File: config.mk
export PLATFORM = sky130hd
export DESIGN_NAME = pic_top
export DESIGN_NICKNAME = d
export VERILOG_FILES = /design/src/logic/pic_pkg.sv /design/src/logic/pic_req_latch.sv /design/src/logic/pic_top.sv
export VERILOG_INCLUDE_DIRS = /design/src /design/src/logic
export SDC_FILE = /design/constraint.sdc
export NUM_CORES = 1
export LEC_CHECK = 0
export BUFFER_PORTS_ARGS = -buffer_cell sky130_fd_sc_hd__buf_2
export CAP_MARGIN = 10
export CORE_MARGIN = 10
export CORE_UTILIZATION = 40
export DETAILED_ROUTE_END_ITERATION = 16
export PLACE_DENSITY = 0.68
export SYNTH_ARGS = -nofsm -noshare
export SYNTH_HDL_FRONTEND = slang
export SYNTH_SLANG_ARGS = --single-unit
File: constraint.sdc
create_clock -name core_clk -period 26.6 [get_ports core_clk]
set_input_delay 5.32 -clock core_clk [delete_from_list [all_inputs] [get_ports core_clk]]
set_output_delay 5.32 -clock core_clk [all_outputs]
set_load 0.1 [all_outputs]
File: src/logic/pic_map.svh
// Register indices, field positions, reset values and vector constants of the interrupt controller.
`ifndef PIC_MAP_SVH
`define PIC_MAP_SVH

// Register indices; the APB byte address of a register is four times its index.
`define PIC_IDX_PRIO0 16'hff40
`define PIC_IDX_PRIO1 16'hff42
`define PIC_IDX_PRIO2 16'hff44
`define PIC_IDX_CTRL 16'hff46
`define PIC_IDX_EVSTAT 16'hff48
`define PIC_IDX_EVMASK 16'hff4a
`define PIC_ADDR_W 18
`define PIC_ADDR_LSB 2'b00

// Reset value of every register.
`define PIC_REG_RST 16'h0000

// Priority field low-bit positions (two bits each).
`define PIC_F_SER0 4'd12
`define PIC_F_SER1 4'd8
`define PIC_F_TMR1 4'd0
`define PIC_F_TMR2 4'd12
`define PIC_F_DMA0 4'd8
`define PIC_F_DMA1 4'd4
`define PIC_F_DMA2 4'd12
`define PIC_F_DMA3 4'd8
`define PIC_F_EXT0 4'd4
`define PIC_F_EXT1 4'd0

// Request control bit positions; the upper byte is reserved.
`define PIC_C_DOUBLE 7
`define PIC_C_NMI_VEC 6
`define PIC_C_EXT1_VEC 5
`define PIC_C_EXT0_VEC 4
`define PIC_C_EXT1_MASK 3
`define PIC_C_EXT0_MASK 2
`define PIC_C_EXT1_EDGE 1
`define PIC_C_EXT0_EDGE 0
`define PIC_CTRL_WMASK 16'h00ff

// Event status bits.
`define PIC_EV_NMI 0
`define PIC_EV_EXT0 1
`define PIC_EV_EXT1 2
`define PIC_EV_INT 3
`define PIC_EV_W 4

// Internally generated vectors.
`define PIC_VEC_NMI 8'h31
`define PIC_VEC_EXT0 8'h30
`define PIC_VEC_EXT1 8'h29
`define PIC_VEC_TMR_BASE 8'h42
`define PIC_VEC_DMA_BASE 8'h45
`define PIC_LVL_NMI 3'd7
`define PIC_LVL_NONE 2'd0

// Source counts and candidate positions in fixed tie order.
`define PIC_N_INT 22
`define PIC_N_CAND 24
`define PIC_K_EXT0 5'd22
`define PIC_K_EXT1 5'd23
`define PIC_K_SER 5'd8
`define PIC_SER_SRC 5'd14
`define PIC_TMR_LAST 5'd5

`endif

File: src/logic/pic_pkg.sv
// Types shared by the interrupt controller modules.
package pic_pkg;
  // Acknowledge sequencer states.
  typedef enum logic [1:0] {PIC_IDLE, PIC_ACK1, PIC_ACK2} pic_state_e;
  // Acknowledge mode of the request offered to the processor.
  typedef enum logic [1:0] {PIC_ACK_NONE, PIC_ACK_SINGLE, PIC_ACK_DOUBLE} pic_ack_e;
  typedef logic [1:0] pic_lvl_t;
endpackage

File: src/logic/pic_req_latch.sv
// One external request input: falling-edge pending latch or low-level follower.
`timescale 1ns/1ps
`default_nettype none
module pic_req_latch (
  input wire logic core_clk,
  input wire logic rst,
  input wire logic ce,
  input wire logic pin_n,
  input wire logic edge_mode,
  input wire logic clear,
  output logic pending
);
  // Previous pin level; idle is high so reset cannot fake an edge.
  logic prev_r;
  // Pending flag caught on a falling edge.
  logic edge_r;

  ////////////////////////////////////////////////////////////////////////////
  // Edge history.
  always_ff @(posedge core_clk or posedge rst) begin
    if (rst) begin
      prev_r <= 1'b1;
    end else if (ce) begin
      prev_r <= pin_n;
    end
  end

  // A new edge in the clearing cycle wins, so no request is lost.
  // Edges are caught only in edge mode, so level-mode history cannot surface later as a request.
  always_ff @(posedge core_clk or posedge rst) begin
    if (rst) begin
      edge_r <= 1'b0;
    end else if (ce) begin
      if (edge_mode && prev_r && !pin_n) begin
        edge_r <= 1'b1;
      end else if (clear) begin
        edge_r <= 1'b0;
      end
    end
  end

  // Level mode simply follows the pin; the source must hold it until served.
  assign pending = edge_mode ? edge_r : !pin_n;
endmodule // pic_req_latch
`default_nettype wire

File: src/logic/pic_top.sv
// Prioritised interrupt controller with APB registers and acknowledge sequencing.
//
// Design decision made here: the APB register port.
`timescale 1ns/1ps
`default_nettype none
`include "pic_map.svh"
module pic_top (
  input wire logic core_clk,
  input wire logic rst,
  input wire logic ce,
  input wire logic psel,
  input wire logic penable,
  input wire logic pwrite,
  input wire logic [`PIC_ADDR_W-1:0] paddr,
  input wire logic [31:0] pwdata,
  output logic [31:0] prdata,
  output logic pready,
  output logic pslverr,
  input wire logic nmi_request_n,
  input wire logic ext_request_0_n,
  input wire logic ext_request_1_n,
  input wire logic [`PIC_N_INT-1:0] int_request,
  input wire logic [2:0] status_mask_level,
  input wire logic cpu_accept,
  input wire logic [31:0] exception_base,
  input wire logic [31:0] next_pc,
  input wire logic [7:0] ext_vector,
  output logic cpu_request,
  output logic [2:0] request_level,
  output pic_pkg::pic_ack_e request_ack_mode,
  output logic ack_strobe,
  output logic vector_valid,
  output logic [7:0] vector_number,
  output logic [31:0] vector_address,
  output logic [2:0] new_mask_level,
  output logic [31:0] saved_pc,
  output logic irq
);
  import pic_pkg::*;

  ////////////////////////////////////////////////////////////////////////////
  // Registers and state.
  logic [15:0] prio0_r, prio1_r, prio2_r, ctrl_r; // Software priority and control.
  logic [`PIC_EV_W-1:0] ev_stat_r, ev_mask_r; // Sticky events and their mask.
  logic [31:0] prdata_r;
  logic pready_r, pslverr_r, irq_r;
  logic req_r; // A request is offered to the processor.
  logic [2:0] lvl_r;
  pic_ack_e mode_r;
  logic [4:0] pick_r; // Offered candidate; NMI is flagged apart.
  logic pick_nmi_r;
  logic [7:0] vec_nxt_r; // Internal vector of the offered request.
  pic_state_e state_r;
  logic double_r; // Second acknowledge cycle still owed.
  logic strobe_r, valid_r;
  logic [7:0] vec_r;
  logic [31:0] vaddr_r, pc_r;
  logic [2:0] newmask_r;

  // Bus decode helpers.
  logic setup, wr_go, rd_go;
  logic [15:0] idx;
  logic hit;
  logic [15:0] rd_word;
  assign setup = psel && !penable;
  assign wr_go = psel && penable && pready_r && pwrite;
  assign rd_go = psel && penable && pready_r && !pwrite;
  assign idx = paddr[`PIC_ADDR_W-1:2];

  ////////////////////////////////////////////////////////////////////////////
  // External request inputs: NMI is always edge triggered.
  logic [2:0] pin_n, edge_sel, clr, pend;
  logic accept;
  assign accept = ce && cpu_accept && req_r && state_r == PIC_IDLE;
  assign pin_n = {ext_request_1_n, ext_request_0_n, nmi_request_n};
  assign edge_sel = {ctrl_r[`PIC_C_EXT1_EDGE],
                     ctrl_r[`PIC_C_EXT0_EDGE] && !ctrl_r[`PIC_C_DOUBLE], 1'b1};
  assign clr = {accept && !pick_nmi_r && pick_r == `PIC_K_EXT1,
                accept && !pick_nmi_r && pick_r == `PIC_K_EXT0,
                accept && pick_nmi_r};

  genvar g;
  generate
    for (g = 0; g < 3; g++) begin : g_ext
      pic_req_latch u_latch (
        .core_clk(core_clk),
        .rst(rst),
        .ce(ce),
        .pin_n(pin_n[g]),
        .edge_mode(edge_sel[g]),
        .clear(clr[g]),
        .pending(pend[g])
      );
    end
  endgenerate

  ////////////////////////////////////////////////////////////////////////////
  // Candidate table in tie order: serial 0, serial 1, timers, DMA, ext 0, ext 1.
  function automatic logic [4:0] src_of(input logic [4:0] k);
    src_of = (k < `PIC_K_SER) ? 5'(k + `PIC_SER_SRC) : 5'(k - `PIC_K_SER);
  endfunction

  // Vector of internal source i; reserved vectors are never produced.
  function automatic logic [7:0] vec_of(input logic [4:0] i);
    vec_of = (i <= `PIC_TMR_LAST) ? 8'(`PIC_VEC_TMR_BASE + i) : 8'(`PIC_VEC_DMA_BASE + i);
  endfunction

  // Two-bit level of internal source i from its unit's field.
  function automatic pic_lvl_t lvl_of(input logic [4:0] i, input logic [15:0] p0,
                                      input logic [15:0] p1, input logic [15:0] p2);
    if (i < 5'd3) lvl_of = pic_lvl_t'(p0 >> `PIC_F_TMR1);
    else if (i < 5'd6) lvl_of = pic_lvl_t'(p1 >> `PIC_F_TMR2);
    else if (i < 5'd8) lvl_of = pic_lvl_t'(p1 >> `PIC_F_DMA0);
    else if (i < 5'd10) lvl_of = pic_lvl_t'(p1 >> `PIC_F_DMA1);
    else if (i < 5'd12) lvl_of = pic_lvl_t'(p2 >> `PIC_F_DMA2);
    else if (i < 5'd14) lvl_of = pic_lvl_t'(p2 >> `PIC_F_DMA3);
    else if (i < 5'd18) lvl_of = pic_lvl_t'(p0 >> `PIC_F_SER0);
    else lvl_of = pic_lvl_t'(p0 >> `PIC_F_SER1);
  endfunction

  logic [`PIC_N_CAND-1:0] c_req;
  pic_lvl_t c_lvl [`PIC_N_CAND];
  generate
    for (g = 0; g < `PIC_N_INT; g++) begin : g_cand
      assign c_req[g] = int_request[src_of(5'(g))];
      assign c_lvl[g] = lvl_of(src_of(5'(g)), prio0_r, prio1_r, prio2_r);
    end
  endgenerate
  assign c_req[`PIC_K_EXT0] = pend[1] && !ctrl_r[`PIC_C_EXT0_MASK];
  assign c_req[`PIC_K_EXT1] = pend[2] && !ctrl_r[`PIC_C_EXT1_MASK];
  assign c_lvl[`PIC_K_EXT0] = pic_lvl_t'(prio2_r >> `PIC_F_EXT0);
  assign c_lvl[`PIC_K_EXT1] = pic_lvl_t'(prio2_r >> `PIC_F_EXT1);

  ////////////////////////////////////////////////////////////////////////////
  // Arbitration: highest level wins; on equal level the earlier candidate wins.
  pic_lvl_t best_lvl;
  logic [4:0] best_k;
  always_comb begin
    best_lvl = `PIC_LVL_NONE;
    best_k = 5'd0;
    for (int k = `PIC_N_CAND - 1; k >= 0; k--) begin
      if (c_req[k] && c_lvl[k] != `PIC_LVL_NONE && c_lvl[k] >= best_lvl) begin
        best_lvl = c_lvl[k];
        best_k = 5'(k);
      end
    end
  end

  // Offer only levels above the processor mask; NMI ignores the mask.
  logic offer, offer_nmi;
  assign offer_nmi = pend[0];
  assign offer = offer_nmi || ({1'b0, best_lvl} > status_mask_level);

  // Acknowledge mode of the winner.
  pic_ack_e win_mode;
  always_comb begin
    win_mode = PIC_ACK_NONE;
    if (offer_nmi) begin
      win_mode = ctrl_r[`PIC_C_NMI_VEC] ? PIC_ACK_SINGLE : PIC_ACK_NONE;
    end else if (best_k == `PIC_K_EXT0) begin
      if (ctrl_r[`PIC_C_DOUBLE]) win_mode = PIC_ACK_DOUBLE;
      else if (ctrl_r[`PIC_C_EXT0_VEC]) win_mode = PIC_ACK_SINGLE;
    end else if (best_k == `PIC_K_EXT1) begin
      win_mode = ctrl_r[`PIC_C_EXT1_VEC] ? PIC_ACK_SINGLE : PIC_ACK_NONE;
    end
  end

  // Internal vector of the winner for non-acknowledge service.
  logic [7:0] win_vec;
  always_comb begin
    if (offer_nmi) win_vec = `PIC_VEC_NMI;
    else if (best_k == `PIC_K_EXT0) win_vec = `PIC_VEC_EXT0;
    else if (best_k == `PIC_K_EXT1) win_vec = `PIC_VEC_EXT1;
    else win_vec = vec_of(src_of(best_k));
  end

  // Offer register; held off while an acknowledge sequence runs.
  always_ff @(posedge core_clk or posedge rst) begin
    if (rst) begin
      req_r <= 1'b0;
      lvl_r <= 3'd0;
      mode_r <= PIC_ACK_NONE;
      pick_r <= 5'd0;
      pick_nmi_r <= 1'b0;
      vec_nxt_r <= 8'h00;
    end else if (ce) begin
      req_r <= offer && state_r == PIC_IDLE && !accept;
      lvl_r <= offer_nmi ? `PIC_LVL_NMI : {1'b0, best_lvl};
      mode_r <= win_mode;
      pick_r <= best_k;
      pick_nmi_r <= offer_nmi;
      vec_nxt_r <= win_vec;
    end
  end

  ////////////////////////////////////////////////////////////////////////////
  // Acceptance and acknowledge sequencing.
  always_ff @(posedge core_clk or posedge rst) begin
    if (rst) begin
      state_r <= PIC_IDLE;
      double_r <= 1'b0;
      strobe_r <= 1'b0;
      valid_r <= 1'b0;
      vec_r <= 8'h00;
      vaddr_r <= 32'h0;
      pc_r <= 32'h0;
      newmask_r <= 3'd0;
    end else if (ce) begin
      valid_r <= 1'b0;
      strobe_r <= 1'b0;
      unique case (state_r)
        PIC_IDLE: begin
          if (accept) begin
            newmask_r <= lvl_r;
            pc_r <= next_pc;
            if (mode_r == PIC_ACK_NONE) begin
              vec_r <= vec_nxt_r;
              vaddr_r <= exception_base + {22'h0, vec_nxt_r, 2'b00};
              valid_r <= 1'b1;
            end else begin
              strobe_r <= 1'b1;
              double_r <= mode_r == PIC_ACK_DOUBLE;
              state_r <= PIC_ACK1;
            end
          end
        end
        PIC_ACK1: begin
          if (double_r) begin
            strobe_r <= 1'b1;
            state_r <= PIC_ACK2;
          end else begin
            vec_r <= ext_vector;
            vaddr_r <= exception_base + {22'h0, ext_vector, 2'b00};
            valid_r <= 1'b1;
            state_r <= PIC_IDLE;
          end
        end
        PIC_ACK2: begin
          vec_r <= ext_vector;
          vaddr_r <= exception_base + {22'h0, ext_vector, 2'b00};
          valid_r <= 1'b1;
          double_r <= 1'b0;
          state_r <= PIC_IDLE;
        end
        default: state_r <= PIC_IDLE;
      endcase
    end
  end

  ////////////////////////////////////////////////////////////////////////////
  // APB slave: zero wait states, read data prepared in the setup cycle.
  always_comb begin
    hit = 1'b1;
    unique case (idx)
      `PIC_IDX_PRIO0: rd_word = prio0_r;
      `PIC_IDX_PRIO1: rd_word = prio1_r;
      `PIC_IDX_PRIO2: rd_word = prio2_r;
      `PIC_IDX_CTRL: rd_word = ctrl_r & `PIC_CTRL_WMASK;
      `PIC_IDX_EVSTAT: rd_word = {12'h0, ev_stat_r};
      `PIC_IDX_EVMASK: rd_word = {12'h0, ev_mask_r};
      default: begin
        rd_word = 16'h0000;
        hit = 1'b0;
      end
    endcase
  end

  always_ff @(posedge core_clk or posedge rst) begin
    if (rst) begin
      pready_r <= 1'b0;
      pslverr_r <= 1'b0;
      prdata_r <= 32'h0;
    end else if (ce) begin
      pready_r <= setup;
      pslverr_r <= setup && (!hit || paddr[1:0] != `PIC_ADDR_LSB);
      if (setup && !pwrite) prdata_r <= {16'h0, rd_word};
    end
  end

  // Register writes; an erroring access changes nothing.
  always_ff @(posedge core_clk or posedge rst) begin
    if (rst) begin
      prio0_r <= `PIC_REG_RST;
      prio1_r <= `PIC_REG_RST;
      prio2_r <= `PIC_REG_RST;
      ctrl_r <= `PIC_REG_RST;
      ev_mask_r <= `PIC_EV_W'(`PIC_REG_RST);
    end else if (ce && wr_go && !pslverr_r) begin
      unique case (idx)
        `PIC_IDX_PRIO0: prio0_r <= pwdata[15:0];
        `PIC_IDX_PRIO1: prio1_r <= pwdata[15:0];
        `PIC_IDX_PRIO2: prio2_r <= pwdata[15:0];
        `PIC_IDX_CTRL: ctrl_r <= pwdata[15:0] & `PIC_CTRL_WMASK;
        `PIC_IDX_EVMASK: ev_mask_r <= pwdata[`PIC_EV_W-1:0];
        default: ;
      endcase
    end
  end

  // Accepted-request events; a read clears only the bits it returned, a same-cycle event wins.
  logic [`PIC_EV_W-1:0] ev_set;
  assign ev_set = {accept && !pick_nmi_r && pick_r < `PIC_K_EXT0,
                   clr[2], clr[1], clr[0]};
  always_ff @(posedge core_clk or posedge rst) begin
    if (rst) begin
      ev_stat_r <= `PIC_EV_W'(`PIC_REG_RST);
      irq_r <= 1'b0;
    end else if (ce) begin
      if (rd_go && !pslverr_r && idx == `PIC_IDX_EVSTAT) ev_stat_r <= ev_set |
          (ev_stat_r & ~prdata_r[`PIC_EV_W-1:0]); // An event at the setup edge survives.
      else ev_stat_r <= ev_stat_r | ev_set;
      irq_r <= |(ev_stat_r & ev_mask_r);
    end
  end

  ////////////////////////////////////////////////////////////////////////////
  // Outputs, all straight from flip-flops.
  assign prdata = prdata_r;
  assign pready = pready_r;
  assign pslverr = pslverr_r;
  assign cpu_request = req_r;
  assign request_level = lvl_r;
  assign request_ack_mode = mode_r;
  assign ack_strobe = strobe_r;
  assign vector_valid = valid_r;
  assign vector_number = vec_r;
  assign vector_address = vaddr_r;
  assign new_mask_level = newmask_r;
  assign saved_pc = pc_r;
  assign irq = irq_r;
endmodule // pic_top
`default_nettype wire

==> flow_summary.toml, run 1 <==
[floorplanning]
rows = 62
dieArea_mm2 = 0.0364
fp.dieW_um = 191
core_mm2 = 0.0288
start_util = 0.406
ioPinCount = 275
chipHeight_um = 191

[clocking]
cts_buffers = 17
clock-sinks = 187
htreeDepth = 4
root_buffer = "clkbuf_16"
hold_buffers = 0
clk_pin_slew_ns = 0.07
clk_path_buf_depth = 2
tritoncts = "yes"
clock_latency_ns = 0.44

[critical_path]
critPathSlowestCell = "or4_4"
worst-r2r-cell-count = 183
max_stage_delay_ns = 0.41
start_kind = "input pin"
crit_path_frequent_cell = "buf_4"
crit_buf_inv = 31
crit_cells = 184
worstPathRequired_ns = 26.88
end_kind = "flip-flop"
cp_max_fo = 5
cp_data_arrival_time_ns = 33.62
critPathKind = "input pin to flip-flop"
critPathTopFamily = "compound AO/OA/AOI/OAI gates"

[drt]
ant_nets = 0
wire_per_inst_um = 18.3
vias = 11943
drc = 0
drtPass1Iterations = 5
drt_iter0_markers = 807
viasPerCell = 5.45
drt-total-wl_mm = 40.2

[logic_synthesis]
yosys-top-cells-area = "dfrtp_1, nand2_1, mux2_2, ha_1, o21ai_0"
synth-edff-count = 0
synth_top_flop_cell = "dfrtp_1"
seq_area_frac_synth = 0.401
netlist.area_leader.share = 0.394
synthArstFlopShare = 1.00
ys_ff_latch = 187
synth_top_area_cell = "dfrtp_1"
ys_types = 97
netlist_instances = 1310
netlist_area_mm2 = 0.0117
yosys_warnings = 0
syn_area_per_cell_um2 = 8.91

[timing]
timing.fmax_ghz = 0.0300
timing.hold.ws_ns = 0.471
final.setup.worst_slack_ns = -6.73
rsz0062_at_grt = "true"
timing.final.crit_share = 1.25
fin_skew_ns = 0.0208
final-hold-violation-count = 0
slew_headroom = 0.104
setup_viol = 17
finalMaxSlewViolations = 0
fin_crit_ns = 33.33
worst_slew_pin_slew_ns = 1.33

[worst_hold_path]
hold_path_class = "flip-flop to flip-flop"
hold_path_depth = 2

[job]
maxCapViolations = 0

[placed_design]
portBuffers = 242
placed_area_mm2 = 0.0146
placed_cells = 2002
place_congestion = 0.883
dp_hpwl_mm = 27.5

[layout]
area_growth_pct = 44.9
fin_area_mm2 = 0.0169
fin_cells = 2192
fin_util = 0.588
drive_above_1_share = 0.447
fillers = 2404
nets = 1998

[grt]
grt_pass1_vias = 11887
grt-ovfl-total = 0
grt_max_degree = 135
grt.total_usage = 0.206
antenna_found_initial = 5
grt_pass1_wl_mm = 61.1

[pwr]
power_density_mw_per_mm2 = 84.2
leakage_nw = 8.27
power.total_w = 0.00142
worst_ir_drop_vdd_v = 0.0000496

[status]
violations = "negative setup slack"
status = "finished with violations"
cells in the final DEF (no fill, tap or decap), drive strengths merged, types with 6 or more instances in the layout:
| master | n |
|---|---|
| xor2 | 14 |
| a211oi | 13 |
| a21oi | 47 |
| and3 | 13 |
| a221oi | 7 |
| a22o | 6 |
| o32ai | 6 |
| o21a | 7 |
| mux2 | 72 |
| o211ai | 6 |
| o22ai | 10 |
| a21o | 12 |
| nor2 | 70 |
| inv | 77 |
| conb | 16 |
| o21ai | 93 |
| nand2b | 26 |
| ha | 46 |
| nor3 | 18 |
| nand2 | 255 |
| buf | 525 |
| a22oi | 28 |
| mux2i | 7 |
| and4 | 6 |
| a31oi | 15 |
| clkbuf | 18 |
| o31ai | 15 |
| xnor2 | 16 |
| nand3 | 29 |
| dfrtp | 184 |
| nor2b | 17 |
| o41ai | 8 |
| and2 | 12 |
| nand4 | 12 |
| nor4 | 8 |
what timing repair did:
action / 4_1_cts / 5_1_grt
gates resized for setup: 34 / 75
endpoints found under the setup margin: 17 / 17
buffers inserted: 151 / 36
pin swaps: 82 / 54
power breakdown:
| part | switching (W) | internal, W |
|---|---|---|
| clock network | 0.000122 | 0.000153 |
| logic | 0.000618 | 0.000139 |
| registers | 0.0000394 | 0.000354 |
| total | 0.000779 | 0.000646 |
registers in the layout, indices dropped and copies added, names as in the netlist, 5 cells and up:
signal / flops
saved_pc: 32
vector_address: 32
prdata: 16
prio0_r: 16
prio1_r: 16
prio2_r: 16
ctrl_r: 8
vector_number: 8
vec_nxt_r: 7
pick_r: 5
cells in the mapped netlist (10+ instances only):
cell type and count:
buf_4 19, a211oi_1 12, a21oi_1 45, a31oi_1 14, and3_1 12, nor2_1 70, o22ai_1 10, and2_1 10
xnor2_1 16, nor2b_1 17, o21ai_0 89, nand4_1 12, a22oi_1 28, mux2_2 72, nand3_1 29, dfrtp_1 184
nand2b_1 26, clkbuf_1 46, nand2_1 255, ha_1 46, o31ai_1 14, nor3_1 18, a21o_1 11, inv_1 68
xor2_1 14
metrics by stage:
stage	setup TNS, ns	setup WS (ns)
floorplan	-81.82	-5.82
global placement	-83.23	-5.91
detailed placement	-100.43	-6.93
CTS	-88.23	-5.79
global route	-122.00	-8.09
finish	-99.51	-6.73
area by class of cell:
cell class	count	area, um^2	share of cell area
antenna	1	2.50	0.000148
inverter	70	278	0.0164
clock inverter	14	198	0.0117
timing repair buffer	525	3380	0.200
tap	384	480	0.0284
multi-input combinational	993	7470	0.441
sequential	187	4680	0.277
clock buffer	18	429	0.0254
cell families after synthesis:
| group | synth area share |
|---|---|
| AO/OA/AOI/OAI | 0.192 |
| XOR/XNOR | 0.0225 |
| flip-flops | 0.401 |
| multiplexers | 0.0755 |
| other | 0.000321 |
| buffers and inverters | 0.0561 |
| AND/OR/NAND/NOR | 0.201 |
| adder cells (fa/ha/maj) | 0.0510 |
tightest hold or removal path: stages, from the launching register on:
cell and delay, ns:
dfrtp_1 0.34, nand2_1 0.05, nand2_1 0.05
metal layers:
| metal | track usage | vias to the layer above | part of all wire |
|---|---|---|---|
| li1 | - | 5606 | - |
| met5 | 0 | - | 0.00085 |
| met4 | 0.0918 | 6 | 0.034 |
| met1 | 0.241 | 5759 | 0.40 |
| met2 | 0.350 | 462 | 0.50 |
| met3 | 0.0481 | 110 | 0.071 |
worst paths after layout:
path,start,to,slack (ns)
min reg2reg,saved_pc[30],saved_pc[30],0.47
max,ext_request_1_n,cpu_request,-6.73
min,saved_pc[30],saved_pc[30],0.47
max in group asynchronous,rst,vector_address[31],20.16
max reg2reg,ctrl_r[1],cpu_request,-2.17
min in group asynchronous,rst,prio2_r[2],5.10
Power figures use the tool's default switching activity.
==> run 2, diff against run 1 <==
--- a/config.mk
+++ b/config.mk
@@ -8,10 +8,13 @@
 export LEC_CHECK = 0
 export BUFFER_PORTS_ARGS = -buffer_cell sky130_fd_sc_hd__buf_2
 export CAP_MARGIN = 10
+export CELL_PAD_IN_SITES_DETAIL_PLACEMENT = 1
+export CELL_PAD_IN_SITES_GLOBAL_PLACEMENT = 1
+export CORE_ASPECT_RATIO = 1.25
 export CORE_MARGIN = 10
 export CORE_UTILIZATION = 40
 export DETAILED_ROUTE_END_ITERATION = 16
-export PLACE_DENSITY = 0.68
+export PLACE_DENSITY = 0.83
 export SYNTH_ARGS = -nofsm -noshare
 export SYNTH_HDL_FRONTEND = slang
 export SYNTH_SLANG_ARGS = --single-unit
==> constraint.sdc (replaced) <==
create_clock -name core_clk -period 33.8 [get_ports core_clk]
set_input_delay 6.76 -clock core_clk [delete_from_list [all_inputs] [get_ports core_clk]]
set_output_delay 6.76 -clock core_clk [all_outputs]
set_load 0.1 [all_outputs]
==> run 2 against run 1 <==
Compared with the run above:
- largest cell class unchanged
- critical endpoint is now vec_nxt_r[1]
- non-clock buffer count decreased by 100
- sequential cell count unchanged
- clock skew shrank 0.0039 ns
- routed wire length increased by 23%
- the run still ends with negative setup slack left
- via count rose by 3.3%
- first-iteration DRC count is 26% higher
- sequential power down 21%
- die area rose by 0.12%
- total power down 21%
- utilization decreased by 2.6 points
- register-to-register slack improved by 5.8 ns
==> flow_summary.toml, run 2 (synthesized netlist as in run 1, its figures left out) <==
[status]
status = "finished with violations"
violations = "negative setup slack"

[drt]
drc = 0
viasPerCell = 5.87
drtPass1Iterations = 7
ant_nets = 0
wire_per_inst_um = 23.5
drt-total-wl_mm = 49.3
drt_iter0_markers = 1020
vias = 12339

[grt]
grt_pass1_wl_mm = 69.6
grt_pass1_vias = 12749
grt_max_degree = 110
grt.total_usage = 0.234
grt-ovfl-total = 0
antenna_found_initial = 6

[worst_hold_path]
hold_path_class = "flip-flop to flip-flop"
hold_start = "vector_address[1]"

[timing]
final.setup.worst_slack_ns = -2.27
timing.final.crit_share = 1.07
tns_ns = -21.98
rsz0062_at_grt = "true"
timing.fmax_ghz = 0.0277
finalMaxSlewViolations = 0
setup_viol = 17
final-hold-violation-count = 0
timing.hold.ws_ns = 0.474
slew_headroom = 0.228
worst_slew_pin_slew_ns = 1.16
fin_skew_ns = 0.0169
fin_crit_ns = 36.07

[placed_design]
dp_hpwl_mm = 30.3
place_congestion = 0.867
placed_area_mm2 = 0.0142
portBuffers = 242
placed_cells = 1966

[layout]
drive_above_1_share = 0.417
mostFrequentLayoutCells = "nand2_1, buf_2, dfrtp_1, buf_4, mux2_2"
fin_area_mm2 = 0.0161
nets = 1898
layout_commonest_cell = "nand2_1"
fillers = 3308
fin_cells = 2103
fin_util = 0.562
area_growth_pct = 37.5

[floorplanning]
fp.dieW_um = 173
start_util = 0.408
dieArea_mm2 = 0.0365
rows = 69
core_mm2 = 0.0286
chipHeight_um = 211
ioPinCount = 275

[clocking]
htreeDepth = 4
cts_buffers = 17
clock_latency_ns = 0.46
clock-sinks = 187
clk_path_buf_depth = 2
tritoncts = "yes"
clk_pin_slew_ns = 0.07
hold_buffers = 0
root_buffer = "clkbuf_16"

[pwr]
p_switching_w = 0.000640
p_seq_frac = 0.275
leakage_nw = 7.75
p_sw_frac = 0.565
power_density_mw_per_mm2 = 70.5
pwr-share-comb = 0.537
p_int_w = 0.000492
power_frac_clock = 0.188
worst_ir_drop_vdd_v = 0.0000510

[critical_path]
critPathKind = "input pin to flip-flop"
max_stage_delay_ns = 0.45
crit_cells = 177
crit_buf_inv = 13
crit_path_frequent_cell = "nand2b_4"
critPathTopFamily = "compound AO/OA/AOI/OAI gates"
cp_max_fo = 5
critPathSlowestCell = "or4_1"
cp_data_arrival_time_ns = 36.38
critPathLaunch = "ext_request_1_n"
r2r_slack_ns = 3.59
start_kind = "input pin"
worstPathRequired_ns = 34.11
r2r_end = "vec_nxt_r[1]"
end_kind = "flip-flop"
rr_startpoint = "ctrl_r[1]"
crit_end = "vec_nxt_r[1]"
worst-r2r-cell-count = 176

[job]
maxCapViolations = 0
[run 2: worst min-delay path: stages, from the launching register on]
cell and delay [ns]:
dfrtp_1 0.34, nand2_1 0.05, nand2_1 0.05
[run 2: timing repair]
item | in CTS | in global routing
pin swaps | 69 | 74
resized for setup | 33 | 85
setup buffers | 66 | 34
endpoints found under the setup margin | 14 | 17
[run 2: layout make-up]
cell class | instances | area [um^2] | share of cell area
Antenna cell | 6 | 15.0 | 0.000935
Sequential cell | 187 | 4680 | 0.292
Clock inverter | 14 | 170 | 0.0106
Multi-Input combinational cell | 993 | 7380 | 0.460
Tap cell | 390 | 488 | 0.0304
Timing Repair Buffer | 425 | 2610 | 0.162
Clock buffer | 18 | 429 | 0.0267
Inverter | 70 | 275 | 0.0171
[run 2: through the flow]
step | setup WS, ns | power, W
after floorplan | -0.0657 | 0.000792
after global placement | -0.901 | 0.000893
after detailed placement | -2.21 | 0.000906
after CTS | -1.22 | 0.00113
after global routing | -3.57 | 0.00118
final | -2.27 | 0.00113
[run 2: metal layers]
metal	part of all wire	global-route usage	up-vias	routed length, um
met5	0	0	-	0
met4	0.052	0.102	0	2570
met1	0.37	0.260	6141	18500
met2	0.52	0.434	601	25700
met3	0.052	0.0374	192	2570
li1	-	-	5405	-
[run 2: how the worst min path moves through the flow]
| stage | endpoint | depth (start not counted) | slack [ns] |
|---|---|---|---|
| 2_1_floorplan | g_ext[2].u_latch.edge_r | 2 | 0.44 |
| 3_5_place_dp | saved_pc[29] | 2 | 0.46 |
| 4_1_cts | vector_address[1] | 2 | 0.48 |
| 3_3_place_gp | saved_pc[24] | 2 | 0.45 |
| 5_1_grt | vector_address[6] | 2 | 0.50 |
| 6_report | vector_address[1] | 2 | 0.47 |
[run 2: power by group through the flow]
stage	combinational, W	sequential (W)	clock [W]
global route	0.000637	0.000318	0.000224
CTS	0.000604	0.000310	0.000213
floorplan	0.000145	0.000647	0
detailed placement	0.000593	0.000313	0
global placement	0.000582	0.000310	0
finish	0.000608	0.000311	0.000213
==> run 3, diff against run 2 <==
--- a/config.mk
+++ b/config.mk
@@ -14,6 +14,7 @@
 export CORE_MARGIN = 10
 export CORE_UTILIZATION = 40
 export DETAILED_ROUTE_END_ITERATION = 16
+export MAX_ROUTING_LAYER = met4
 export PLACE_DENSITY = 0.83
 export SYNTH_ARGS = -nofsm -noshare
 export SYNTH_HDL_FRONTEND = slang
==> run 3 against run 2 <==
Compared with the run above:
- the run still ends with negative setup slack left
- first-iteration DRC count is 8.3% higher
- clock-buffer cell count unchanged
- cell count is essentially flat
- fmax is 1.5% lower
- critical path type unchanged
==> flow_summary.toml, run 3 (synthesized netlist as in run 1, its figures left out) <==
[floorplanning]
core_mm2 = 0.0286
chipHeight_um = 211
start_util = 0.408
ioPinCount = 275
dieArea_mm2 = 0.0365
fp.dieW_um = 173
rows = 69

[drt]
ant_nets = 0
wire_per_inst_um = 24.3
drt-total-wl_mm = 51.0
drt_iter0_markers = 1105
drtPass1Iterations = 7
viasPerCell = 5.92
drc = 0
vias = 12435

[pwr]
leakage_nw = 7.75
power_density_mw_per_mm2 = 70.8
worst_ir_drop_vdd_v = 0.0000510

[timing]
rsz0062_at_grt = "true"
fin_skew_ns = 0.0171
tns_ns = -31.52
final.setup.worst_slack_ns = -2.82
timing.fmax_ghz = 0.0273
worst_slew_pin_slew_ns = 1.18
finalMaxSlewViolations = 0
final-hold-violation-count = 0
fin_crit_ns = 36.62
setup_viol = 17
timing.final.crit_share = 1.08
slew_headroom = 0.211

[critical_path]
crit_path_frequent_cell = "ha_1"
start_kind = "input pin"
max_stage_delay_ns = 0.43
critPathSlowestCell = "or4_4"
cp_data_arrival_time_ns = 36.93
end_kind = "flip-flop"
cp_max_fo = 5
worstPathRequired_ns = 34.11
critPathKind = "input pin to flip-flop"

[grt]
grt-ovfl-total = 0
grt_pass1_vias = 12760
grt_pass1_wl_mm = 69.6
grt.total_usage = 0.241
antenna_found_initial = 6
grt_max_degree = 110

[status]
violations = "negative setup slack"
status = "finished with violations"

[clocking]
htreeDepth = 4
tritoncts = "yes"
hold_buffers = 0
clk_path_buf_depth = 2
clk_pin_slew_ns = 0.07
cts_buffers = 17
clock_latency_ns = 0.46
clock-sinks = 187
root_buffer = "clkbuf_16"

[layout]
mostFrequentLayoutCells = "nand2_1, buf_2, dfrtp_1, buf_4, mux2_2"
register_area_mm2 = 0.00468
multiInputGateArea_mm2 = 0.00737
fillers = 3328
area_growth_pct = 37.3
nets = 1896
layout_commonest_cell = "nand2_1"
fin_util = 0.561
drive_above_1_share = 0.413

[placed_design]
place_congestion = 0.882
dp_hpwl_mm = 30.3
portBuffers = 242

[job]
maxCapViolations = 0

[worst_hold_path]
hold_path_class = "flip-flop to flip-flop"
-- run 3: repair_timing --
action | in CTS | in global routing
setup endpoints to repair | 14 | 17
resized for setup | 33 | 81
setup buffers | 66 | 32
pin swaps | 69 | 71
-- run 3: cell type report --
type                    count  area share
repair buffers            423       0.162
clock buffers              18      0.0268
well taps                 390      0.0305
diodes                      6    0.000937
flip-flops and latches    187       0.292
multi-input cells         993       0.460
clock inverters            14      0.0106
inverters                  70      0.0172
-- run 3: stage by stage --
step / setup WS [ns] / instance area [um^2] / std cells / power (W) / hold slack (ns)
after floorplan: -0.0657 / 12200 / 1325 / 0.000792 / 0.437
after CTS: -1.22 / 15400 / 2064 / 0.00113 / 0.479
after global placement: -0.901 / 14200 / 1966 / 0.000893 / 0.452
final: -2.82 / 16000 / 2101 / 0.00113 / 0.474
after global routing: -3.94 / 16000 / 2101 / 0.00118 / 0.503
after detailed placement: -2.21 / 14200 / 1966 / 0.000906 / 0.457
-- run 3: report_power, final --
group	internal (W)	switching, W	leakage, nW
Clock	0.000106	0.000108	0.289
Combinational	0.000108	0.000501	5.11
Sequential	0.000278	0.0000331	2.35
Total	0.000492	0.000642	7.75
-- run 3: final timing paths --
path	start	endpoint	slack, ns	cells after the start
worst min-delay path	vector_address[19]	vector_address[19]	0.47	2
worst max register to register	ctrl_r[1]	vec_nxt_r[1]	3.08	175
worst max-delay path	ext_request_1_n	vec_nxt_r[1]	-2.82	176
min in group asynchronous	rst	prdata[2]	6.43	2
worst min register to register	vector_address[19]	vector_address[19]	0.47	2
max in group asynchronous	rst	ctrl_r[3]	25.75	3
-- run 3: worst max-delay path, delay by kind of cell --
kind / cells / cell delay [ns]
AO/OA/AOI/OAI: 70 / 12.14
AND/OR/NAND/NOR: 55 / 7.59
adder cells (fa/ha/maj): 24 / 6.41
buffers and inverters: 21 / 2.23
multiplexers: 5 / 1.47
XOR/XNOR: 1 / 0.24
-- run 3: routing by layer --
metal	GRT usage	vias to the layer above	share of wire
met5	-	-	0
met3	0.0347	231	0.052
li1	-	5390	-
met4	0.103	0	0.058
met2	0.435	623	0.52
met1	0.260	6191	0.37
